<file path="config.mk">
export PLATFORM = sky130hd
export DESIGN_NAME = fcm_config_ctrl
export DESIGN_NICKNAME = d
export VERILOG_FILES = /design/src/pkg/fcm_pkg.sv /design/src/rtl/fcm_sync.sv /design/src/rtl/fcm_expand.sv /design/src/rtl/fcm_config_ctrl.sv
export SDC_FILE = /design/constraint.sdc
export NUM_CORES = 1
export LEC_CHECK = 0
export BUFFER_PORTS_ARGS = -buffer_cell sky130_fd_sc_hd__buf_2
export CORE_MARGIN = 2
export CORE_UTILIZATION = 50
export CTS_BUF_LIST = sky130_fd_sc_hd__clkbuf_4
export DETAILED_ROUTE_END_ITERATION = 16
export GPL_TIMING_DRIVEN = 0
export PLACE_DENSITY = 0.74
export RECOVER_POWER = 50
export SYNTH_ARGS = -nofsm -noshare
export SYNTH_HDL_FRONTEND = slang
export SYNTH_HIERARCHICAL = 1
export SYNTH_SLANG_ARGS = --single-unit
</file>
<file path="constraint.sdc">
create_clock -name CLK -period 5.6 [get_ports CLK]
set_input_delay 1.12 -clock CLK [delete_from_list [all_inputs] [get_ports CLK]]
set_output_delay 1.12 -clock CLK [all_outputs]
set_load 0.005 [all_outputs]
</file>
<file path="src/pkg/fcm_pkg.sv">
// Shared constants, register map and carrier types of the config controller
package fcm_pkg;

  // Clock rate and strap-selected power-on delays
  localparam int unsigned CLK_KHZ       = 20000;     // 20 MHz core clock
  localparam int unsigned POR_LONG_MS   = 100;       // Delay strap tied low
  localparam int unsigned POR_SHORT_MS  = 12;        // Delay strap tied high
  localparam int unsigned POR_LONG_CYC  = POR_LONG_MS * CLK_KHZ;
  localparam int unsigned POR_SHORT_CYC = POR_SHORT_MS * CLK_KHZ;

  // Phase lengths in core cycles
  localparam int unsigned INIT_CYC      = 16;        // Register clear phase
  localparam int unsigned AS_HALF_CYC   = 4;         // Self-made clock half
  localparam int unsigned FPP_SLOW_EDGE = 4;         // Clock edges per word

  // Register byte addresses
  localparam logic [7:0] ADDR_CTRL = 8'h00;          // Scheme and options
  localparam logic [7:0] ADDR_LEN  = 8'h04;          // Expanded byte count
  localparam logic [7:0] ADDR_DATA = 8'h08;          // Virtual load address
  localparam logic [7:0] ADDR_STAT = 8'h0c;          // Live status
  localparam logic [7:0] ADDR_SUM  = 8'h10;          // Programmed checksum

  // Reset values
  localparam logic [31:0] CTRL_RESET = 32'h0000_0002; // Passive serial
  localparam logic [31:0] LEN_RESET  = 32'h0000_0010;

  // Loading scheme codes held in the control word
  localparam logic [2:0] SCH_FAST_PAR  = 3'h0;       // fast_parallel_load
  localparam logic [2:0] SCH_ACT_SER   = 3'h1;       // active_serial_load
  localparam logic [2:0] SCH_PAS_SER   = 3'h2;       // passive_serial_load
  localparam logic [2:0] SCH_ASYNC_PAR = 3'h3;       // async_parallel_load
  localparam logic [2:0] SCH_BSCAN     = 3'h4;       // Boundary-scan port

  // Bus answers
  localparam logic [1:0] RESP_OKAY   = 2'h0;
  localparam logic [1:0] RESP_DECERR = 2'h3;

  // Controller phases
  typedef enum logic [2:0] {
    ST_POR, ST_WAIT, ST_LOAD, ST_INIT, ST_USER, ST_FAIL
  } fcm_state_t;

  // Control word, bits 6..0 of the control register
  typedef struct packed {
    logic       local_upd;   // Bit 6: request local update mode
    logic       mem_decomp;  // Bit 5: memory expands the stream itself
    logic       secure;      // Bit 4: stream is encrypted
    logic       compress;    // Bit 3: stream is compressed
    logic [2:0] scheme;      // Bits 2..0: loading scheme
  } fcm_ctrl_t;

  // Status word, bits 10..0 of the status register
  typedef struct packed {
    logic por_long;    // Bit 10: long power-on delay was chosen
    logic pulls_on;    // Bit 9: weak pull-ups enabled
    logic local_eff;   // Bit 8: local update mode in effect
    logic sec_eff;     // Bit 7: decryption in effect
    logic decomp_eff;  // Bit 6: own expander in effect
    logic low_volt;    // Bit 5: 1.8/1.5 V input buffer chosen
    logic chain_out;   // Bit 4: next device enabled
    logic key_bad;     // Bit 3: key check failed
    logic error;       // Bit 2: load failed
    logic loading;     // Bit 1: load in progress
    logic user;        // Bit 0: user mode
  } fcm_stat_t;

  // One byte with its qualifier
  typedef struct packed {
    logic       valid;
    logic [7:0] data;
  } fcm_byte_t;

endpackage : fcm_pkg

</file>
<file path="src/rtl/fcm_sync.sv">
// Two-stage synchroniser for a group of pins
module fcm_sync
  import fcm_pkg::*;
#(
  parameter int unsigned      W       = 1,
  parameter logic [W-1:0]     RST_VAL = '0
) (
  input  wire logic           clk,
  input  wire logic           rst_n,
  input  wire logic [W-1:0]   d,
  output logic      [W-1:0]   q
);

  logic [W-1:0] meta_q;  // First stage, read only by the second

  // Both stages settle to the idle pin level under reset
  always_ff @(posedge clk) begin
    if (!rst_n) begin
      meta_q <= RST_VAL;
      q      <= RST_VAL;
    end else begin
      meta_q <= d;
      q      <= meta_q;
    end
  end

endmodule : fcm_sync

</file>
<file path="src/rtl/fcm_expand.sv">
// Byte stage: key check, stream decryption and run-length expansion
module fcm_expand
  import fcm_pkg::*;
#(
  parameter logic [127:0] KEY = 128'h0123_4567_89ab_cdef_fedc_ba98_7654_3210
) (
  input  wire logic      clk,
  input  wire logic      rst_n,
  input  wire logic      clear,
  input  wire logic      decrypt_en,
  input  wire logic      decomp_en,
  input  fcm_byte_t      in_b,
  output logic           in_ready,
  output fcm_byte_t      out_b,
  output logic           key_bad
);

  logic [3:0] kidx_q;      // Key byte index, rotates over 16 bytes
  logic       hdr_done_q;  // Key check block has been seen
  logic       rep_act_q;   // Run expansion in progress
  logic [2:0] rep_q;       // Copies still to emit after this one
  logic [7:0] last_q;      // Last byte emitted, source of runs

  wire [7:0] kbyte   = KEY[{kidx_q, 3'b000} +: 8];
  wire [7:0] plain   = decrypt_en ? (in_b.data ^ kbyte) : in_b.data;
  wire       take    = in_b.valid && in_ready;
  wire       is_hdr  = decrypt_en && !hdr_done_q;
  wire       is_run  = decomp_en && plain[7];
  wire [7:0] literal = decomp_en ? {1'b0, plain[6:0]} : plain;

  // A run blocks new input; the source sees this as back-pressure
  assign in_ready = !rep_act_q;

  // Header bytes must equal the stored key, then bytes are unmasked
  always_ff @(posedge clk) begin
    if (!rst_n || clear) begin
      kidx_q     <= 4'h0;
      hdr_done_q <= 1'b0;
      rep_act_q  <= 1'b0;
      rep_q      <= 3'h0;
      last_q     <= 8'h00;
      out_b      <= '0;
      key_bad    <= 1'b0;
    end else begin
      out_b.valid <= 1'b0;
      if (rep_act_q) begin  // Emit one copy of the run per cycle
        out_b <= {1'b1, last_q};
        if (rep_q == 3'h0) begin
          rep_act_q <= 1'b0;
        end else begin
          rep_q <= rep_q - 3'h1;
        end
      end else if (take) begin
        if (decrypt_en) begin
          kidx_q <= kidx_q + 4'h1;
        end
        if (is_hdr) begin  // Wrong key makes the load fail later
          if (in_b.data != kbyte) begin
            key_bad <= 1'b1;
          end
          if (kidx_q == 4'hf) begin
            hdr_done_q <= 1'b1;
          end
        end else if (is_run) begin  // Repeat count is low bits plus one
          rep_act_q <= 1'b1;
          rep_q     <= plain[2:0];
        end else begin
          out_b  <= {1'b1, literal};
          last_q <= literal;
        end
      end
    end
  end

endmodule : fcm_expand

</file>
<file path="src/rtl/fcm_config_ctrl.sv">
// Configuration and mode controller with its AXI4-Lite register slave
// Overview of operation
// - Every power-up requires a fresh load
// - After loading, clear registers, enable pins, run
// - User pins undriven until configuration completes
// - Reconfigure pin returns to command mode, reloads
// - Power-on delay 100 ms strap low, 12 ms high
// - Pull select high disables pulls before/during load
// - Buffer level select sampled at power-up only
// - Level select high picks low-voltage input buffer
// - Five schemes: parallel, serial, async, boundary-scan
// - Chain output enables next device in chain
// - Active serial offers remote update mode only
// - Self-expanding memory bypasses our own expander in fast parallel only
// - Compressed stream expanded in real time
// - Encrypted stream decrypted during serial or fast parallel loading
// - Async parallel host writes one virtual address
// - Secure serial or fast parallel load completes only with matching key
// - No expansion in async or boundary-scan schemes
module fcm_config_ctrl
  import fcm_pkg::*;
#(
  parameter int unsigned  POR_LONG  = POR_LONG_CYC,   // Cycles, strap low
  parameter int unsigned  POR_SHORT = POR_SHORT_CYC,  // Cycles, strap high
  parameter logic [127:0] KEY       = 128'h0123_4567_89ab_cdef_fedc_ba98_7654_3210
) (
  input  wire logic        CLK,
  input  wire logic        RESET_N,
  input  wire logic [7:0]  S_AXI_AWADDR,
  input  wire logic        S_AXI_AWVALID,
  output logic             S_AXI_AWREADY,
  input  wire logic [31:0] S_AXI_WDATA,
  input  wire logic [3:0]  S_AXI_WSTRB,
  input  wire logic        S_AXI_WVALID,
  output logic             S_AXI_WREADY,
  output logic [1:0]       S_AXI_BRESP,
  output logic             S_AXI_BVALID,
  input  wire logic        S_AXI_BREADY,
  input  wire logic [7:0]  S_AXI_ARADDR,
  input  wire logic        S_AXI_ARVALID,
  output logic             S_AXI_ARREADY,
  output logic [31:0]      S_AXI_RDATA,
  output logic [1:0]       S_AXI_RRESP,
  output logic             S_AXI_RVALID,
  input  wire logic        S_AXI_RREADY,
  input  wire logic        RESET_DELAY_SELECT,
  input  wire logic        PRECONFIG_WEAK_PULL_SELECT_N,
  input  wire logic        INPUT_BUFFER_LEVEL_SELECT,
  input  wire logic        RECONFIGURE_REQUEST_N,
  input  wire logic        CHAIN_ENABLE_IN_N,
  input  wire logic        CONFIG_DATA_CLOCK_IN,
  input  wire logic [7:0]  CONFIG_DATA_IN,
  output logic             CONFIG_DATA_CLOCK_OUT,
  output logic             CONFIG_DATA_CLOCK_OE,
  output logic             CHAIN_ENABLE_OUT_N,
  output logic             USER_IO_OE,
  output logic             USER_LOGIC_RESET_N,
  output logic             WEAK_PULL_EN,
  output logic             LOW_VOLTAGE_BUFFER_SEL,
  output logic             USER_MODE,
  output logic             CONFIG_ERROR
);

  // Merge a write into a register under its byte strobes
  function automatic logic [31:0] merge(input logic [31:0] old_v,
                                        input logic [31:0] new_v,
                                        input logic [3:0]  strb);
    logic [31:0] r;
    r = old_v;
    for (int i = 0; i < 4; i++) begin
      if (strb[i]) r[8*i +: 8] = new_v[8*i +: 8];
    end
    return r;
  endfunction : merge

  // Synchronised pins, all from outside the clock domain
  logic [12:0] pins_s;
  fcm_sync #(.W(13), .RST_VAL(13'h1c00)) u_sync (
    .clk   (CLK),
    .rst_n (RESET_N),
    .d     ({RECONFIGURE_REQUEST_N, CHAIN_ENABLE_IN_N,
             PRECONFIG_WEAK_PULL_SELECT_N, CONFIG_DATA_CLOCK_IN,
             INPUT_BUFFER_LEVEL_SELECT, RESET_DELAY_SELECT,
             1'b0, CONFIG_DATA_IN[5:0]} ),
    .q     (pins_s)
  );
  logic [1:0] dhi_s;  // Upper data lines go through a separate pair of stages
  fcm_sync #(.W(2), .RST_VAL(2'h0)) u_sync_hi (
    .clk   (CLK),
    .rst_n (RESET_N),
    .d     (CONFIG_DATA_IN[7:6]),
    .q     (dhi_s)
  );
  wire       recfg_n_s = pins_s[12];
  wire       chain_n_s = pins_s[11];
  wire       pull_n_s  = pins_s[10];
  wire       lclk_s    = pins_s[9];
  wire       level_s   = pins_s[8];
  wire       delay_s   = pins_s[7];
  wire [7:0] data_s    = {dhi_s, pins_s[5:0]};

  // Registers and state
  fcm_state_t  state_q;       // Controller phase
  logic [31:0] por_cnt_q;     // Power-on delay counter
  logic [31:0] init_cnt_q;    // Initialization counter
  logic        por_long_q;    // Delay strap seen during power-on
  logic        level_q;       // Level select captured once at power-up
  fcm_ctrl_t   ctrl_q;        // Control register
  logic [31:0] len_q;         // Expected expanded bytes
  logic [31:0] done_cnt_q;    // Bytes programmed so far
  logic [31:0] sum_q;         // Running checksum of programmed bytes
  logic        lclk_d_q;      // Last link clock sample, for edges
  logic        as_clk_q;      // Self-made clock for active serial
  logic [31:0] div_q;         // Divider for the self-made clock
  logic [7:0]  sh_q;          // Serial assembly register
  logic [2:0]  bit_q;         // Serial bit position
  logic [1:0]  edge_q;        // Edge count inside a slow parallel word
  fcm_byte_t   src_q;         // Byte handed to the expander
  logic        aw_have_q;     // Write address held
  logic        w_have_q;      // Write data held
  logic [7:0]  awaddr_q;
  logic [31:0] wdata_q;
  logic [3:0]  wstrb_q;

  // Expander interface
  logic      exp_ready;
  fcm_byte_t exp_out;
  logic      key_bad;

  // Scheme-derived options
  wire loading   = (state_q == ST_LOAD);
  wire sch_fpp   = (ctrl_q.scheme == SCH_FAST_PAR);
  wire sch_as    = (ctrl_q.scheme == SCH_ACT_SER);
  wire sch_ser   = sch_as || (ctrl_q.scheme == SCH_PAS_SER);
  wire sch_bus   = (ctrl_q.scheme == SCH_ASYNC_PAR) ||
                   (ctrl_q.scheme == SCH_BSCAN);
  wire sec_eff   = ctrl_q.secure && !sch_bus;
  wire dec_eff   = ctrl_q.compress && !sch_bus &&
                   !(sch_fpp && ctrl_q.mem_decomp);
  wire local_eff = ctrl_q.local_upd && !sch_as;
  wire fpp_slow  = sch_fpp && (sec_eff || dec_eff);

  // Clock edges: sampled link clock, or our own clock in active serial
  wire as_tick   = loading && sch_as && (div_q == AS_HALF_CYC - 1);
  wire link_rise = lclk_s && !lclk_d_q;
  wire data_edge = loading && (sch_as ? (as_tick && !as_clk_q) : link_rise);
  wire ser_byte  = data_edge && sch_ser && (bit_q == 3'h7);
  wire par_byte  = data_edge && sch_fpp &&
                   (!fpp_slow || edge_q == 2'(FPP_SLOW_EDGE - 1));

  // Bus decode
  wire       data_ok  = exp_ready && !src_q.valid;
  wire       wr_data  = (awaddr_q == ADDR_DATA);
  wire       wr_go    = aw_have_q && w_have_q && !S_AXI_BVALID &&
                        (!wr_data || data_ok);
  wire       wr_hit   = (awaddr_q == ADDR_CTRL) || (awaddr_q == ADDR_LEN) ||
                        wr_data;
  wire       bus_byte = wr_go && wr_data && loading && sch_bus;
  wire       overrun  = src_q.valid && !exp_ready;
  wire       last_b   = exp_out.valid && (done_cnt_q + 32'h1 >= len_q);
  fcm_stat_t stat;
  assign stat = '{por_long: por_long_q, pulls_on: WEAK_PULL_EN,
                  local_eff: local_eff, sec_eff: sec_eff,
                  decomp_eff: dec_eff, low_volt: level_q,
                  chain_out: !CHAIN_ENABLE_OUT_N, key_bad: key_bad,
                  error: CONFIG_ERROR, loading: loading,
                  user: USER_MODE};
  wire [31:0] rd_mux =
    (S_AXI_ARADDR == ADDR_CTRL) ? {25'h0, ctrl_q} :
    (S_AXI_ARADDR == ADDR_LEN)  ? len_q :
    (S_AXI_ARADDR == ADDR_STAT) ? {21'h0, stat} :
    (S_AXI_ARADDR == ADDR_SUM)  ? sum_q : 32'h0;
  wire rd_hit = (S_AXI_ARADDR == ADDR_CTRL) || (S_AXI_ARADDR == ADDR_LEN) ||
                (S_AXI_ARADDR == ADDR_STAT) || (S_AXI_ARADDR == ADDR_SUM) ||
                (S_AXI_ARADDR == ADDR_DATA);

  // Expander, cleared while waiting so a key failure stays readable
  fcm_expand #(.KEY(KEY)) u_expand (
    .clk        (CLK),
    .rst_n      (RESET_N),
    .clear      (state_q == ST_WAIT),
    .decrypt_en (sec_eff),
    .decomp_en  (dec_eff),
    .in_b       (src_q),
    .in_ready   (exp_ready),
    .out_b      (exp_out),
    .key_bad    (key_bad)
  );

  // Phase sequencer; reset always lands in the power-on wait
  always_ff @(posedge CLK) begin
    if (!RESET_N) begin
      state_q    <= ST_POR;
      por_cnt_q  <= 32'h0;
      init_cnt_q <= 32'h0;
      por_long_q <= 1'b1;
      level_q    <= 1'b0;
    end else if (state_q != ST_POR && !recfg_n_s) begin
      state_q <= ST_WAIT;
    end else begin
      case (state_q)
        ST_POR: begin  // Strap picks the delay length
          por_long_q <= !delay_s;
          por_cnt_q  <= por_cnt_q + 32'h1;
          if (por_cnt_q + 32'h1 >= (delay_s ? POR_SHORT : POR_LONG)) begin
            state_q <= ST_WAIT;
            level_q <= level_s;
          end
        end
        ST_WAIT: begin  // Held until this device is enabled in the chain
          if (!chain_n_s) state_q <= ST_LOAD;
        end
        ST_LOAD: begin
          init_cnt_q <= 32'h0;
          if (overrun) begin
            state_q <= ST_FAIL;
          end else if (last_b) begin  // Wrong key never reaches init
            state_q <= key_bad ? ST_FAIL : ST_INIT;
          end
        end
        ST_INIT: begin
          init_cnt_q <= init_cnt_q + 32'h1;
          if (init_cnt_q + 32'h1 >= INIT_CYC) state_q <= ST_USER;
        end
        ST_USER: state_q <= ST_USER;
        ST_FAIL: state_q <= ST_FAIL;  // Left only by a reconfigure request
        default: state_q <= ST_POR;
      endcase
    end
  end

  // Pin-facing outputs, all registered
  always_ff @(posedge CLK) begin
    if (!RESET_N) begin
      USER_IO_OE             <= 1'b0;
      USER_LOGIC_RESET_N     <= 1'b0;
      USER_MODE              <= 1'b0;
      CHAIN_ENABLE_OUT_N     <= 1'b1;
      WEAK_PULL_EN           <= 1'b0;
      LOW_VOLTAGE_BUFFER_SEL <= 1'b0;
      CONFIG_ERROR           <= 1'b0;
      CONFIG_DATA_CLOCK_OE   <= 1'b0;
      CONFIG_DATA_CLOCK_OUT  <= 1'b0;
    end else begin
      USER_IO_OE         <= (state_q == ST_USER);
      USER_LOGIC_RESET_N <= (state_q == ST_USER);
      USER_MODE          <= (state_q == ST_USER);
      CHAIN_ENABLE_OUT_N <= !(state_q inside {ST_INIT, ST_USER});
      WEAK_PULL_EN       <= (state_q != ST_USER) && !pull_n_s;
      LOW_VOLTAGE_BUFFER_SEL <= level_q;
      CONFIG_ERROR       <= (state_q == ST_FAIL);
      CONFIG_DATA_CLOCK_OE  <= loading && sch_as;
      CONFIG_DATA_CLOCK_OUT <= as_clk_q;
    end
  end

  // Link side: edge detect, own clock divider, byte assembly
  always_ff @(posedge CLK) begin
    if (!RESET_N) begin
      lclk_d_q <= 1'b0;
      as_clk_q <= 1'b0;
      div_q    <= 32'h0;
      sh_q     <= 8'h00;
      bit_q    <= 3'h0;
      edge_q   <= 2'h0;
      src_q    <= '0;
    end else begin
      lclk_d_q    <= lclk_s;
      src_q.valid <= 1'b0;
      if (!loading) begin  // Each load starts on a byte boundary
        as_clk_q <= 1'b0;
        div_q    <= 32'h0;
        bit_q    <= 3'h0;
        edge_q   <= 2'h0;
      end else begin
        if (sch_as) begin  // We make the clock in active serial
          div_q <= as_tick ? 32'h0 : div_q + 32'h1;
          if (as_tick) as_clk_q <= !as_clk_q;
        end
        if (data_edge && sch_ser) begin  // Serial, low bit first
          sh_q  <= {data_s[0], sh_q[7:1]};
          bit_q <= bit_q + 3'h1;
        end
        if (data_edge && fpp_slow) edge_q <= edge_q + 2'h1;
        if (ser_byte) begin
          src_q <= {1'b1, data_s[0], sh_q[7:1]};
        end else if (par_byte) begin
          src_q <= {1'b1, data_s};
        end else if (bus_byte) begin
          src_q <= {1'b1, wdata_q[7:0]};
        end else if (overrun) begin
          src_q.valid <= 1'b1;  // Held so the overrun is reported
        end
      end
    end
  end

  // Programmed byte count and checksum
  always_ff @(posedge CLK) begin
    if (!RESET_N || state_q == ST_WAIT) begin
      done_cnt_q <= 32'h0;
      sum_q      <= 32'h0;
    end else if (loading && exp_out.valid) begin
      done_cnt_q <= done_cnt_q + 32'h1;
      sum_q      <= sum_q + {24'h0, exp_out.data};
    end
  end

  // AXI4-Lite write channels; data writes wait for the expander
  always_ff @(posedge CLK) begin
    if (!RESET_N) begin
      S_AXI_AWREADY <= 1'b0;
      S_AXI_WREADY  <= 1'b0;
      S_AXI_BVALID  <= 1'b0;
      S_AXI_BRESP   <= RESP_OKAY;
      aw_have_q     <= 1'b0;
      w_have_q      <= 1'b0;
      awaddr_q      <= 8'h00;
      wdata_q       <= 32'h0;
      wstrb_q       <= 4'h0;
      ctrl_q        <= CTRL_RESET[6:0];
      len_q         <= LEN_RESET;
    end else begin
      S_AXI_AWREADY <= !aw_have_q && S_AXI_AWVALID && !S_AXI_AWREADY;
      S_AXI_WREADY  <= !w_have_q && S_AXI_WVALID && !S_AXI_WREADY;
      if (S_AXI_AWREADY && S_AXI_AWVALID) begin
        aw_have_q <= 1'b1;
        awaddr_q  <= S_AXI_AWADDR;
      end
      if (S_AXI_WREADY && S_AXI_WVALID) begin
        w_have_q <= 1'b1;
        wdata_q  <= S_AXI_WDATA;
        wstrb_q  <= S_AXI_WSTRB;
      end
      if (wr_go) begin  // Options are frozen while a load runs
        aw_have_q    <= 1'b0;
        w_have_q     <= 1'b0;
        S_AXI_BVALID <= 1'b1;
        S_AXI_BRESP  <= wr_hit ? RESP_OKAY : RESP_DECERR;
        if (awaddr_q == ADDR_CTRL && !loading) begin
          ctrl_q <= 7'(merge({25'h0, ctrl_q}, wdata_q, wstrb_q));
        end
        if (awaddr_q == ADDR_LEN && !loading) begin
          len_q <= merge(len_q, wdata_q, wstrb_q);
        end
      end else if (S_AXI_BVALID && S_AXI_BREADY) begin
        S_AXI_BVALID <= 1'b0;
      end
    end
  end

  // AXI4-Lite read channel
  always_ff @(posedge CLK) begin
    if (!RESET_N) begin
      S_AXI_ARREADY <= 1'b0;
      S_AXI_RVALID  <= 1'b0;
      S_AXI_RDATA   <= 32'h0;
      S_AXI_RRESP   <= RESP_OKAY;
    end else begin
      S_AXI_ARREADY <= S_AXI_ARVALID && !S_AXI_ARREADY && !S_AXI_RVALID;
      if (S_AXI_ARREADY && S_AXI_ARVALID) begin
        S_AXI_RVALID <= 1'b1;
        S_AXI_RDATA  <= rd_mux;
        S_AXI_RRESP  <= rd_hit ? RESP_OKAY : RESP_DECERR;
      end else if (S_AXI_RVALID && S_AXI_RREADY) begin
        S_AXI_RVALID <= 1'b0;
      end
    end
  end

endmodule : fcm_config_ctrl

</file>
==> run metrics, run 1 <==
Startpoint Class flip-flop; RSZ-0062 raised after global routing no; CTS tree done; Tot GR Track Use 0.268; f_max 0.222 GHz; Flop pwr share 0.498; Leakage 0.00818 uW; Via density approximately 5.7; Inst Count DP 2878; Slowest Stage Delay on Critical Path 0.42 ns; Die Span Y 199 um; Sw Pwr 1410 uW; Core Area 0.0375 mm2; Syn Area/Cell ~8.4 um2; pin count of the biggest net entering global routing 16; violated checks capacitance limit, slew limit; Req. time, crit path 6.26 ns; maximum vdd drop ~210 uV; Final min period 4.50 ns; hold path start u_sync/meta_q[12]$_SDFF_PN1_; num rows 71; Hold Path Class reg -> reg; R2R Path End state_q[2]$_SDFFE_PP0P_; kind of critical path reg -> reg; DRT Pass-1 Iters 6; post-route cell area 0.0214 mm2; CTS max path bufs 3; Final Net Count 2600; final std cells w/o fill about 3100; met2 routed WL 24600 um; GRT overflow 0; syn_nets 2379; post-DR wirelength/cell 17.2 um; Post-Place Cell Area between 0.02 and 0.025 mm2; initial core utilization 0.506; met3 wire length 3260 um; clock power share 0.443; crit end category flip-flop; Slowest cell on crit path dfxtp_1; most frequent cells in the layout dfxtp_1 (374), nand2_1 (316), nor2_1 (141), clkbuf_4 (141), clkbuf_1 (139); CTS H-tree depth 3; CTS buffer count just under 100; die width 199 um; drt drc 0; relative slew slack -0.115; Clock Latency Late Sink 0.80 ns; number of global-route vias before repair 16800; Ys Warns 6; hpwl dp 38400 um; Max Fanout on Critical Path 5; port bufs 121; worst r2r path cells 18; Routed Antenna Nets 0; Critical Path, Cell by Cell ha_1 -> nand3_1 -> nor2_1 -> nand4_2 -> nor2_2 -> nand4_1 -> or2_1 -> clkbuf_1 -> xnor2_1 -> ha_1 -> a2111oi_0 -> o21ai_0 -> a31oi_1 -> nor2b_1 -> o21ai_0 -> and4_1 -> a211oi_1 -> a32o_1; commonest non-fill, non-tap cell in the layout dfxtp_1; Post-Synthesis Cells about 2200; Hold-fix buffers, CTS 0; clk slew on worst S/H paths 0.07 ns; gpl congestion 0.908; Hold Crit Endpoint u_sync/q[12]$_SDFF_PN1_; Sw Ratio 0.257; status finished with violations; Hold Path Cell Cnt 1; clk_skew roughly 0.045 ns; IO Count 123; clk sinks about 370; Combinational Power Share 0.059; Sum Neg Setup Slack 0 ns; first-pass GRT wire length 84600 um; DRT iter0 DRCs 1280; root buf cell clkbuf_4; drt total wl 52600 um; Final Cycle Share 0.804; setup violators final 0; antenna violations before repair 1; Final Hold Fails 0; fin. max-slew vios 10; Arrival @ worst endpoint 5.16 ns; # Max-Cap Violations 1; slew at the pin with the worst max-slew slack 1.67 ns; Die Footprint 0.0395 mm2; layout cells sized above 1 0.123; Reg-to-Reg Start done_cnt_q[0]$_SDFFE_PP0P_; Post-CTS Setup Inserts 0; Syn Std Cell Area 0.0190 mm2; Pint ~4100 uW; R2R Setup Slk 1.10 ns; Pwr Density 256 mW/mm2; Resized cells post-CTS 0; vias after detailed routing 17300; synth-to-layout area growth 12.9%; met1 WL 22800 um; Top Layer Used met4
-- per-layer routing --
layer	GRT usage	up-vias
li1	-	8370
met1	0.339	8207
met2	0.447	584
met3	0.0488	136
met4	0.116	0
met5	0	-
-- worst max-delay path: cells and delay by family (launching register included) --
| kind | cells | cell delay (ns) |
|---|---|---|
| fa+ha+maj | 2 | 0.43 |
| simple gates | 8 | 1.86 |
| flops | 1 | 0.42 |
| buf+inv | 1 | 0.16 |
| xor+xnor | 1 | 0.17 |
| compound gates | 6 | 1.35 |
-- worst max-delay path by stage --
| stage | startpoint | to | slack [ns] | cells after the start |
|---|---|---|---|---|
| global route | done_cnt_q[0]$_SDFFE_PP0P_ | state_q[2]$_SDFFE_PP0P_ | 0.82 | 18 |
| detailed placement | done_cnt_q[0]$_SDFFE_PP0P_ | state_q[2]$_SDFFE_PP0P_ | 1.17 | 18 |
| finish | done_cnt_q[0]$_SDFFE_PP0P_ | state_q[2]$_SDFFE_PP0P_ | 1.10 | 18 |
| global placement | done_cnt_q[0]$_SDFFE_PP0P_ | state_q[2]$_SDFFE_PP0P_ | 1.30 | 18 |
| CTS | done_cnt_q[0]$_SDFFE_PP0P_ | state_q[2]$_SDFFE_PP0P_ | 1.16 | 18 |
| floorplan | done_cnt_q[0]$_SDFFE_PP0P_ | state_q[2]$_SDFFE_PP0P_ | 2.04 | 18 |
-- stage by stage --
stage                     setup slack, ns  total power (uW)  hold slack, ns   util
after detailed placement             1.17              3110           0.401  0.539
final                                1.10              5490           0.423  0.571
after global placement               1.30              3100           0.395  0.539
after floorplan                      2.04              2970           0.373      -
after global routing                0.818              5710           0.445  0.571
after CTS                            1.16              5540           0.427  0.573
-- layout make-up --
type,count,area (um2)
antenna,1,2.50
buffer,132,539
clock buffer,137,1030
clock inverter,37,234
fill,3533,16100
inverter,65,244
multi-input combinational,1675,10700
sequential,374,7490
tap,511,639
timing repair buffer,121,567
-- registers in the layout, indices dropped and copies added (netlist names), 9 cells and up --
register,cells
wdata_q,32
u_expand/out_b,9
init_cnt_q,32
por_cnt_q,32
u_sync/q,12
u_sync/meta_q,12
div_q,32
len_q,32
done_cnt_q,32
S_AXI_RDATA,32
sum_q,32
src_q,9
-- power by group through the flow --
stage	registers [uW]	clock network, uW	logic [uW]
CTS	2730	2490	322
global placement	2790	0	311
detailed placement	2790	0	319
global route	2730	2630	354
finish	2730	2430	326
floorplan	2780	0	190
Note: power is estimated with default switching activity, not from simulation.
==> run 2, diff against run 1 <==
clock period = 4.2 ns   (was 5.6 ns; I/O delays follow)
==> run metrics, run 2 (same netlist as run 1, synthesis figures left out) <==
worst r2r path cells 18; Sum Neg Setup Slack 0 ns; crit end category flip-flop; # Max-Cap Violations 1; Pint 5430 uW; Critical Path Source done_cnt_q[1]$_SDFFE_PP0P_; Power Total 7320 uW; slew at the pin with the worst max-slew slack 1.64 ns; RSZ-0062 raised after global routing no; Filler cells 3513; gr busiest metal met2; Hold Path Class in -> reg; final std cells w/o fill 3058; Die Footprint 0.0395 mm2; drt drc 0; root buf cell clkbuf_4; R2R Setup Slk 0.16 ns; antenna violations before repair 1; Arrival @ worst endpoint 4.71 ns; post-route cell area about 0.022 mm2; maximum vdd drop 281 uV; Inst Count DP about 2900; CTS tree done; Post-Place Cell Area 0.0202 mm2; CTS H-tree depth 3; clk_skew between 0.04 and 0.05 ns; gpl congestion around 0.91; DRT iter0 DRCs ~1400; initial core utilization 0.506; num rows 71; commonest non-fill, non-tap cell in the layout dfxtp_1; clock power share 0.443; GRT overflow 0; Req. time, crit path 4.87 ns; IO Count about 120; DRT Pass-1 Iters 6; violated checks capacitance limit, slew limit; Tot GR Track Use 0.268; Critical Path Sink state_q[2]$_SDFFE_PP0P_; hpwl dp 38400 um; Leakage 0.00824 uW; Final Hold Fails 0; Flop pwr share 0.498; drt total wl 52700 um; status finished with violations; most frequent cells in the layout dfxtp_1 (369), nand2_1 (315), clkbuf_4 (141), nor2_1 (140), clkbuf_1 (138); Final Cycle Share 0.963; Pwr Density approximately 340 mW/mm2; f_max 0.247 GHz; Final Net Count ~2600; setup violators final 0; clk slew on worst S/H paths 0.07 ns; clk sinks 374; port bufs about 120; hold_ws 0.236 ns; Sw Pwr 1880 uW; vias after detailed routing between 15000 and 20000; pin count of the biggest net entering global routing 16; kind of critical path reg -> reg; CTS buffer count 98; Final min period 4.04 ns; Via density 5.67; grt met2 use 0.447; met3 Usage GRT 0.0478; Max Fanout on Critical Path 5; grt met1 use 0.340; synth-to-layout area growth 13.4%; Core Area about 0.037 mm2; R2R Path End state_q[2]$_SDFFE_PP0P_; Startpoint Class flip-flop; die width 199 um; hold path start PRECONFIG_WEAK_PULL_SELECT_N; Combinational Power Share 0.059; Die Span Y about 200 um; fin. max-slew vios 10; Hold-fix buffers, CTS 0; relative slew slack -0.0964; number of global-route vias before repair approximately 17000; Sw Ratio 0.257; first-pass GRT wire length 84700 um; Reg-to-Reg Start done_cnt_q[1]$_SDFFE_PP0P_; CTS max path bufs 3; Clock Latency Late Sink approximately 0.8 ns; post-DR wirelength/cell around 17 um; Routed Antenna Nets 0; layout cells sized above 1 0.129
-- run 2: changes by cell type in the layout (fill, tap and decap cells not counted), moves of 2 or more --
cell	before	now
and2_1	37	40
nor2_4	0	2
and2_0	22	19
dfxtp_2	0	5
buf_4	2	8
dfxtp_1	374	369
-- run 2: worst min path at each step --
stage,endpoint,depth (start not counted)
2_1_floorplan,WEAK_PULL_EN$_SDFF_PN0_,1
3_3_place_gp,u_sync/q[12]$_SDFF_PN1_,1
3_5_place_dp,u_sync/q[12]$_SDFF_PN1_,1
4_1_cts,u_sync/meta_q[10]$_SDFF_PN1_,2
5_1_grt,u_sync/meta_q[10]$_SDFF_PN1_,2
6_report,u_sync/meta_q[10]$_SDFF_PN1_,2
-- run 2: critical path, stage by stage, from the launching register on --
cell and delay [ns]:
dfxtp_1 0.38, ha_1 0.24, nand3_2 0.17, nor2_4 0.21, nand4_2 0.19, nor2_4 0.19
nand4_1 0.16, or2_1 0.24, clkbuf_1 0.15, xnor2_1 0.17, ha_1 0.20, a2111oi_1 0.37
o21ai_0 0.16, a31oi_1 0.19, nor2b_1 0.07, o21ai_1 0.18, and4_2 0.30, a211oi_1 0.08
a32o_1 0.26
-- run 2: through the flow --
step / worst slack, ns / util
floorplan: 0.645 / -
global placement: -0.101 / 0.539
detailed placement: -0.230 / 0.539
CTS: 0.00994 / 0.574
global route: 0.0192 / 0.574
finish: 0.156 / 0.574
-- run 2: layout make-up --
class / instances / area, um2 / share of cell area
Tap cell: 511 / 639 / 0.0297
Clock buffer: 137 / 1030 / 0.0478
Buffer: 131 / 536 / 0.0249
Inverter: 65 / 244 / 0.0113
Clock inverter: 37 / 234 / 0.0109
Sequential cell: 374 / 7490 / 0.348
Antenna cell: 1 / 2.50 / 0.000116
Multi-Input combinational cell: 1675 / 10700 / 0.498
Timing Repair Buffer: 127 / 612 / 0.0284
-- run 2: layer usage --
metal  wire, um  up-vias
li1           -     8376
met5          0        -
met3       3480      139
met2      24500      629
met4       1990        0
met1      22800     8184
-- run 2: repair_timing --
item,4_1_cts,5_1_grt
endpoints found under the setup margin,3,3
gates resized for setup,5,9
buffers inserted,1,5
pin swaps,2,3
-- run 2: power groups by stage --
| stage | Clock, uW | Sequential (uW) | Combinational, uW |
|---|---|---|---|
| 2_1_floorplan | 0 | 3700 | 254 |
| 3_3_place_gp | 0 | 3720 | 414 |
| 3_5_place_dp | 0 | 3720 | 425 |
| 4_1_cts | 3320 | 3640 | 429 |
| 5_1_grt | 3500 | 3650 | 472 |
| 6_report | 3240 | 3640 | 434 |
==> run 3, diff against run 2 <==
==> constraint.sdc (replaced) <==
create_clock -name CLK -period 4.2 [get_ports CLK]
set_input_delay 0.63 -clock CLK [delete_from_list [all_inputs] [get_ports CLK]]
set_output_delay 0.63 -clock CLK [all_outputs]
set_load 0.005 [all_outputs]
==> run metrics, run 3 (same netlist as run 1, synthesis figures left out) <==
initial core utilization 0.506; R2R Setup Slk 0.12 ns; Via density 5.68; most frequent cells in the layout dfxtp_1 (369), nand2_1 (315), clkbuf_4 (141), nor2_1 (140), clkbuf_1 (139); Hold Path Cell Cnt 2; Sum Neg Setup Slack 0 ns; CTS tree done; fin. max-slew vios 10; Leakage 0.00825 uW; number of global-route vias before repair 16900; Reg-to-Reg Start done_cnt_q[1]$_SDFFE_PP0P_; Critical Path, Cell by Cell ha_1 -> nand3_2 -> nor2_4 -> nand4_2 -> nor2_4 -> nand4_1 -> or2_1 -> clkbuf_1 -> xnor2_1 -> ha_1 -> a2111oi_1 -> o21ai_0 -> a31oi_1 -> nor2b_1 -> o21ai_1 -> and4_2 -> a211oi_1 -> a32o_1; GRT overflow 0; Final min period slightly above 4 ns; pin count of the biggest net entering global routing 16; die width approximately 200 um; Tot GR Track Use 0.268; setup ws final between 0.1 and 0.15 ns; Inst Count DP 2878; drt drc 0; DRT Pass-1 Iters 5; Clock Latency Late Sink between 0.7 and 0.8 ns; Filler cells roughly 3500; Startpoint Class flip-flop; # Max-Cap Violations 1; CTS buffer count 98; f_max 0.245 GHz; maximum vdd drop 280 uV; root buf cell clkbuf_4; final std cells w/o fill 3061; post-DR wirelength/cell between 15 and 20 um; IO Count about 120; Final Net Count 2608; violated checks capacitance limit, slew limit; R2R Path End state_q[2]$_SDFFE_PP0P_; layout cells sized above 1 0.128; post-place setup slack -0.230 ns; clk sinks 374; Final Util 0.574; clk slew on worst S/H paths around 0.070 ns; multi-input logic area 0.0107 mm2; Die Footprint 0.0395 mm2; Buf/Inv on CP 1; antenna violations before repair 1; gpl congestion 0.908; relative slew slack -0.106; Req. time, crit path slightly below 5 ns; CTS max path bufs 3; Final Cycle Share 0.972; port bufs approximately 120; commonest non-fill, non-tap cell in the layout dfxtp_1; CTS H-tree depth 3; worst r2r path cells 18; Arrival @ worst endpoint ~4.8 ns; Core Area 0.0375 mm2; RSZ-0062 raised after global routing no; Hold Crit Endpoint u_sync/meta_q[11]$_SDFF_PN1_; DRT iter0 DRCs 1446; hpwl dp 38400 um; Slowest cell on crit path dfxtp_1; Final Hold Fails 0; setup violators final 0; Slowest Stage Delay on Critical Path 0.38 ns; kind of critical path reg -> reg; vias after detailed routing between 15000 and 20000; Hold Path Class in -> reg; first-pass GRT wire length 84800 um; slew at the pin with the worst max-slew slack around 1.7 ns; Die Span Y 199 um; Max Fanout on Critical Path 5; Pwr Density 340 mW/mm2; Routed Antenna Nets 0; drt total wl ~53000 um; hold path start CHAIN_ENABLE_IN_N; num rows 71; flip-flop and latch area 0.00749 mm2; synth-to-layout area growth 13.4%; status finished with violations; delay-heaviest family, CP simple AND/OR/NAND/NOR gates; clk_skew 0.0367 ns; crit end category flip-flop
run 3: worst reg2reg max path, stage by stage, from the launching register on:
cell,delay [ns]
dfxtp_1,0.38
ha_1,0.24
nand3_2,0.18
nor2_4,0.21
nand4_2,0.19
nor2_4,0.19
nand4_1,0.17
or2_1,0.25
clkbuf_1,0.15
xnor2_1,0.17
ha_1,0.20
a2111oi_1,0.38
o21ai_0,0.16
a31oi_1,0.19
nor2b_1,0.07
o21ai_1,0.18
and4_2,0.30
a211oi_1,0.08
a32o_1,0.26
run 3: metrics by stage:
stage	instance area, um2	power [uW]	hold WS [ns]
floorplan	19000	3960	0.373
global placement	20200	4130	0.395
detailed placement	20200	4150	0.401
CTS	21500	7390	0.00536
global route	21500	7620	0.0237
finish	21500	7330	0.0584
run 3: power breakdown:
part           internal, uW  leakage, uW  switching (uW)
Clock                  1690     0.000752            1550
Sequential             3600      0.00303            47.1
Combinational           146      0.00447             292
run 3: routing by layer:
metal | part of all wire | up-vias | global-route usage
met4 | 0.038 | 0 | 0.117
li1 | - | 8375 | -
met3 | 0.068 | 144 | 0.0478
met2 | 0.46 | 649 | 0.447
met1 | 0.43 | 8221 | 0.340
met5 | 0 | - | 0
run 3: cell type report:
class	instances	share of cell area
clock inverter	37	0.0109
clock buffer	137	0.0478
tap	511	0.0297
multi-input combinational	1675	0.498
timing repair buffer	130	0.0298
buffer	131	0.0245
antenna	1	0.000116
sequential	374	0.348
inverter	65	0.0113
run 3: worst max path at each step:
stage / cells past startpoint / slack, ns / startpoint / endpoint
after floorplan: 18 / 0.64 / done_cnt_q[0]$_SDFFE_PP0P_ / state_q[2]$_SDFFE_PP0P_
after global placement: 18 / -0.10 / done_cnt_q[0]$_SDFFE_PP0P_ / state_q[2]$_SDFFE_PP0P_
after detailed placement: 18 / -0.23 / done_cnt_q[0]$_SDFFE_PP0P_ / state_q[2]$_SDFFE_PP0P_
after CTS: 18 / 0.01 / done_cnt_q[6]$_SDFFE_PP0P_ / state_q[2]$_SDFFE_PP0P_
after global routing: 18 / 0.02 / done_cnt_q[1]$_SDFFE_PP0P_ / state_q[2]$_SDFFE_PP0P_
final: 18 / 0.12 / done_cnt_q[1]$_SDFFE_PP0P_ / state_q[2]$_SDFFE_PP0P_
run 3: timing repair:
action | CTS | global route
gates resized for setup | 5 | 9
hold buffers | 3 | 0
setup buffers | 1 | 5
pin swaps | 2 | 3
endpoints found under the hold margin | 3 | 0
setup endpoints to repair | 3 | 3
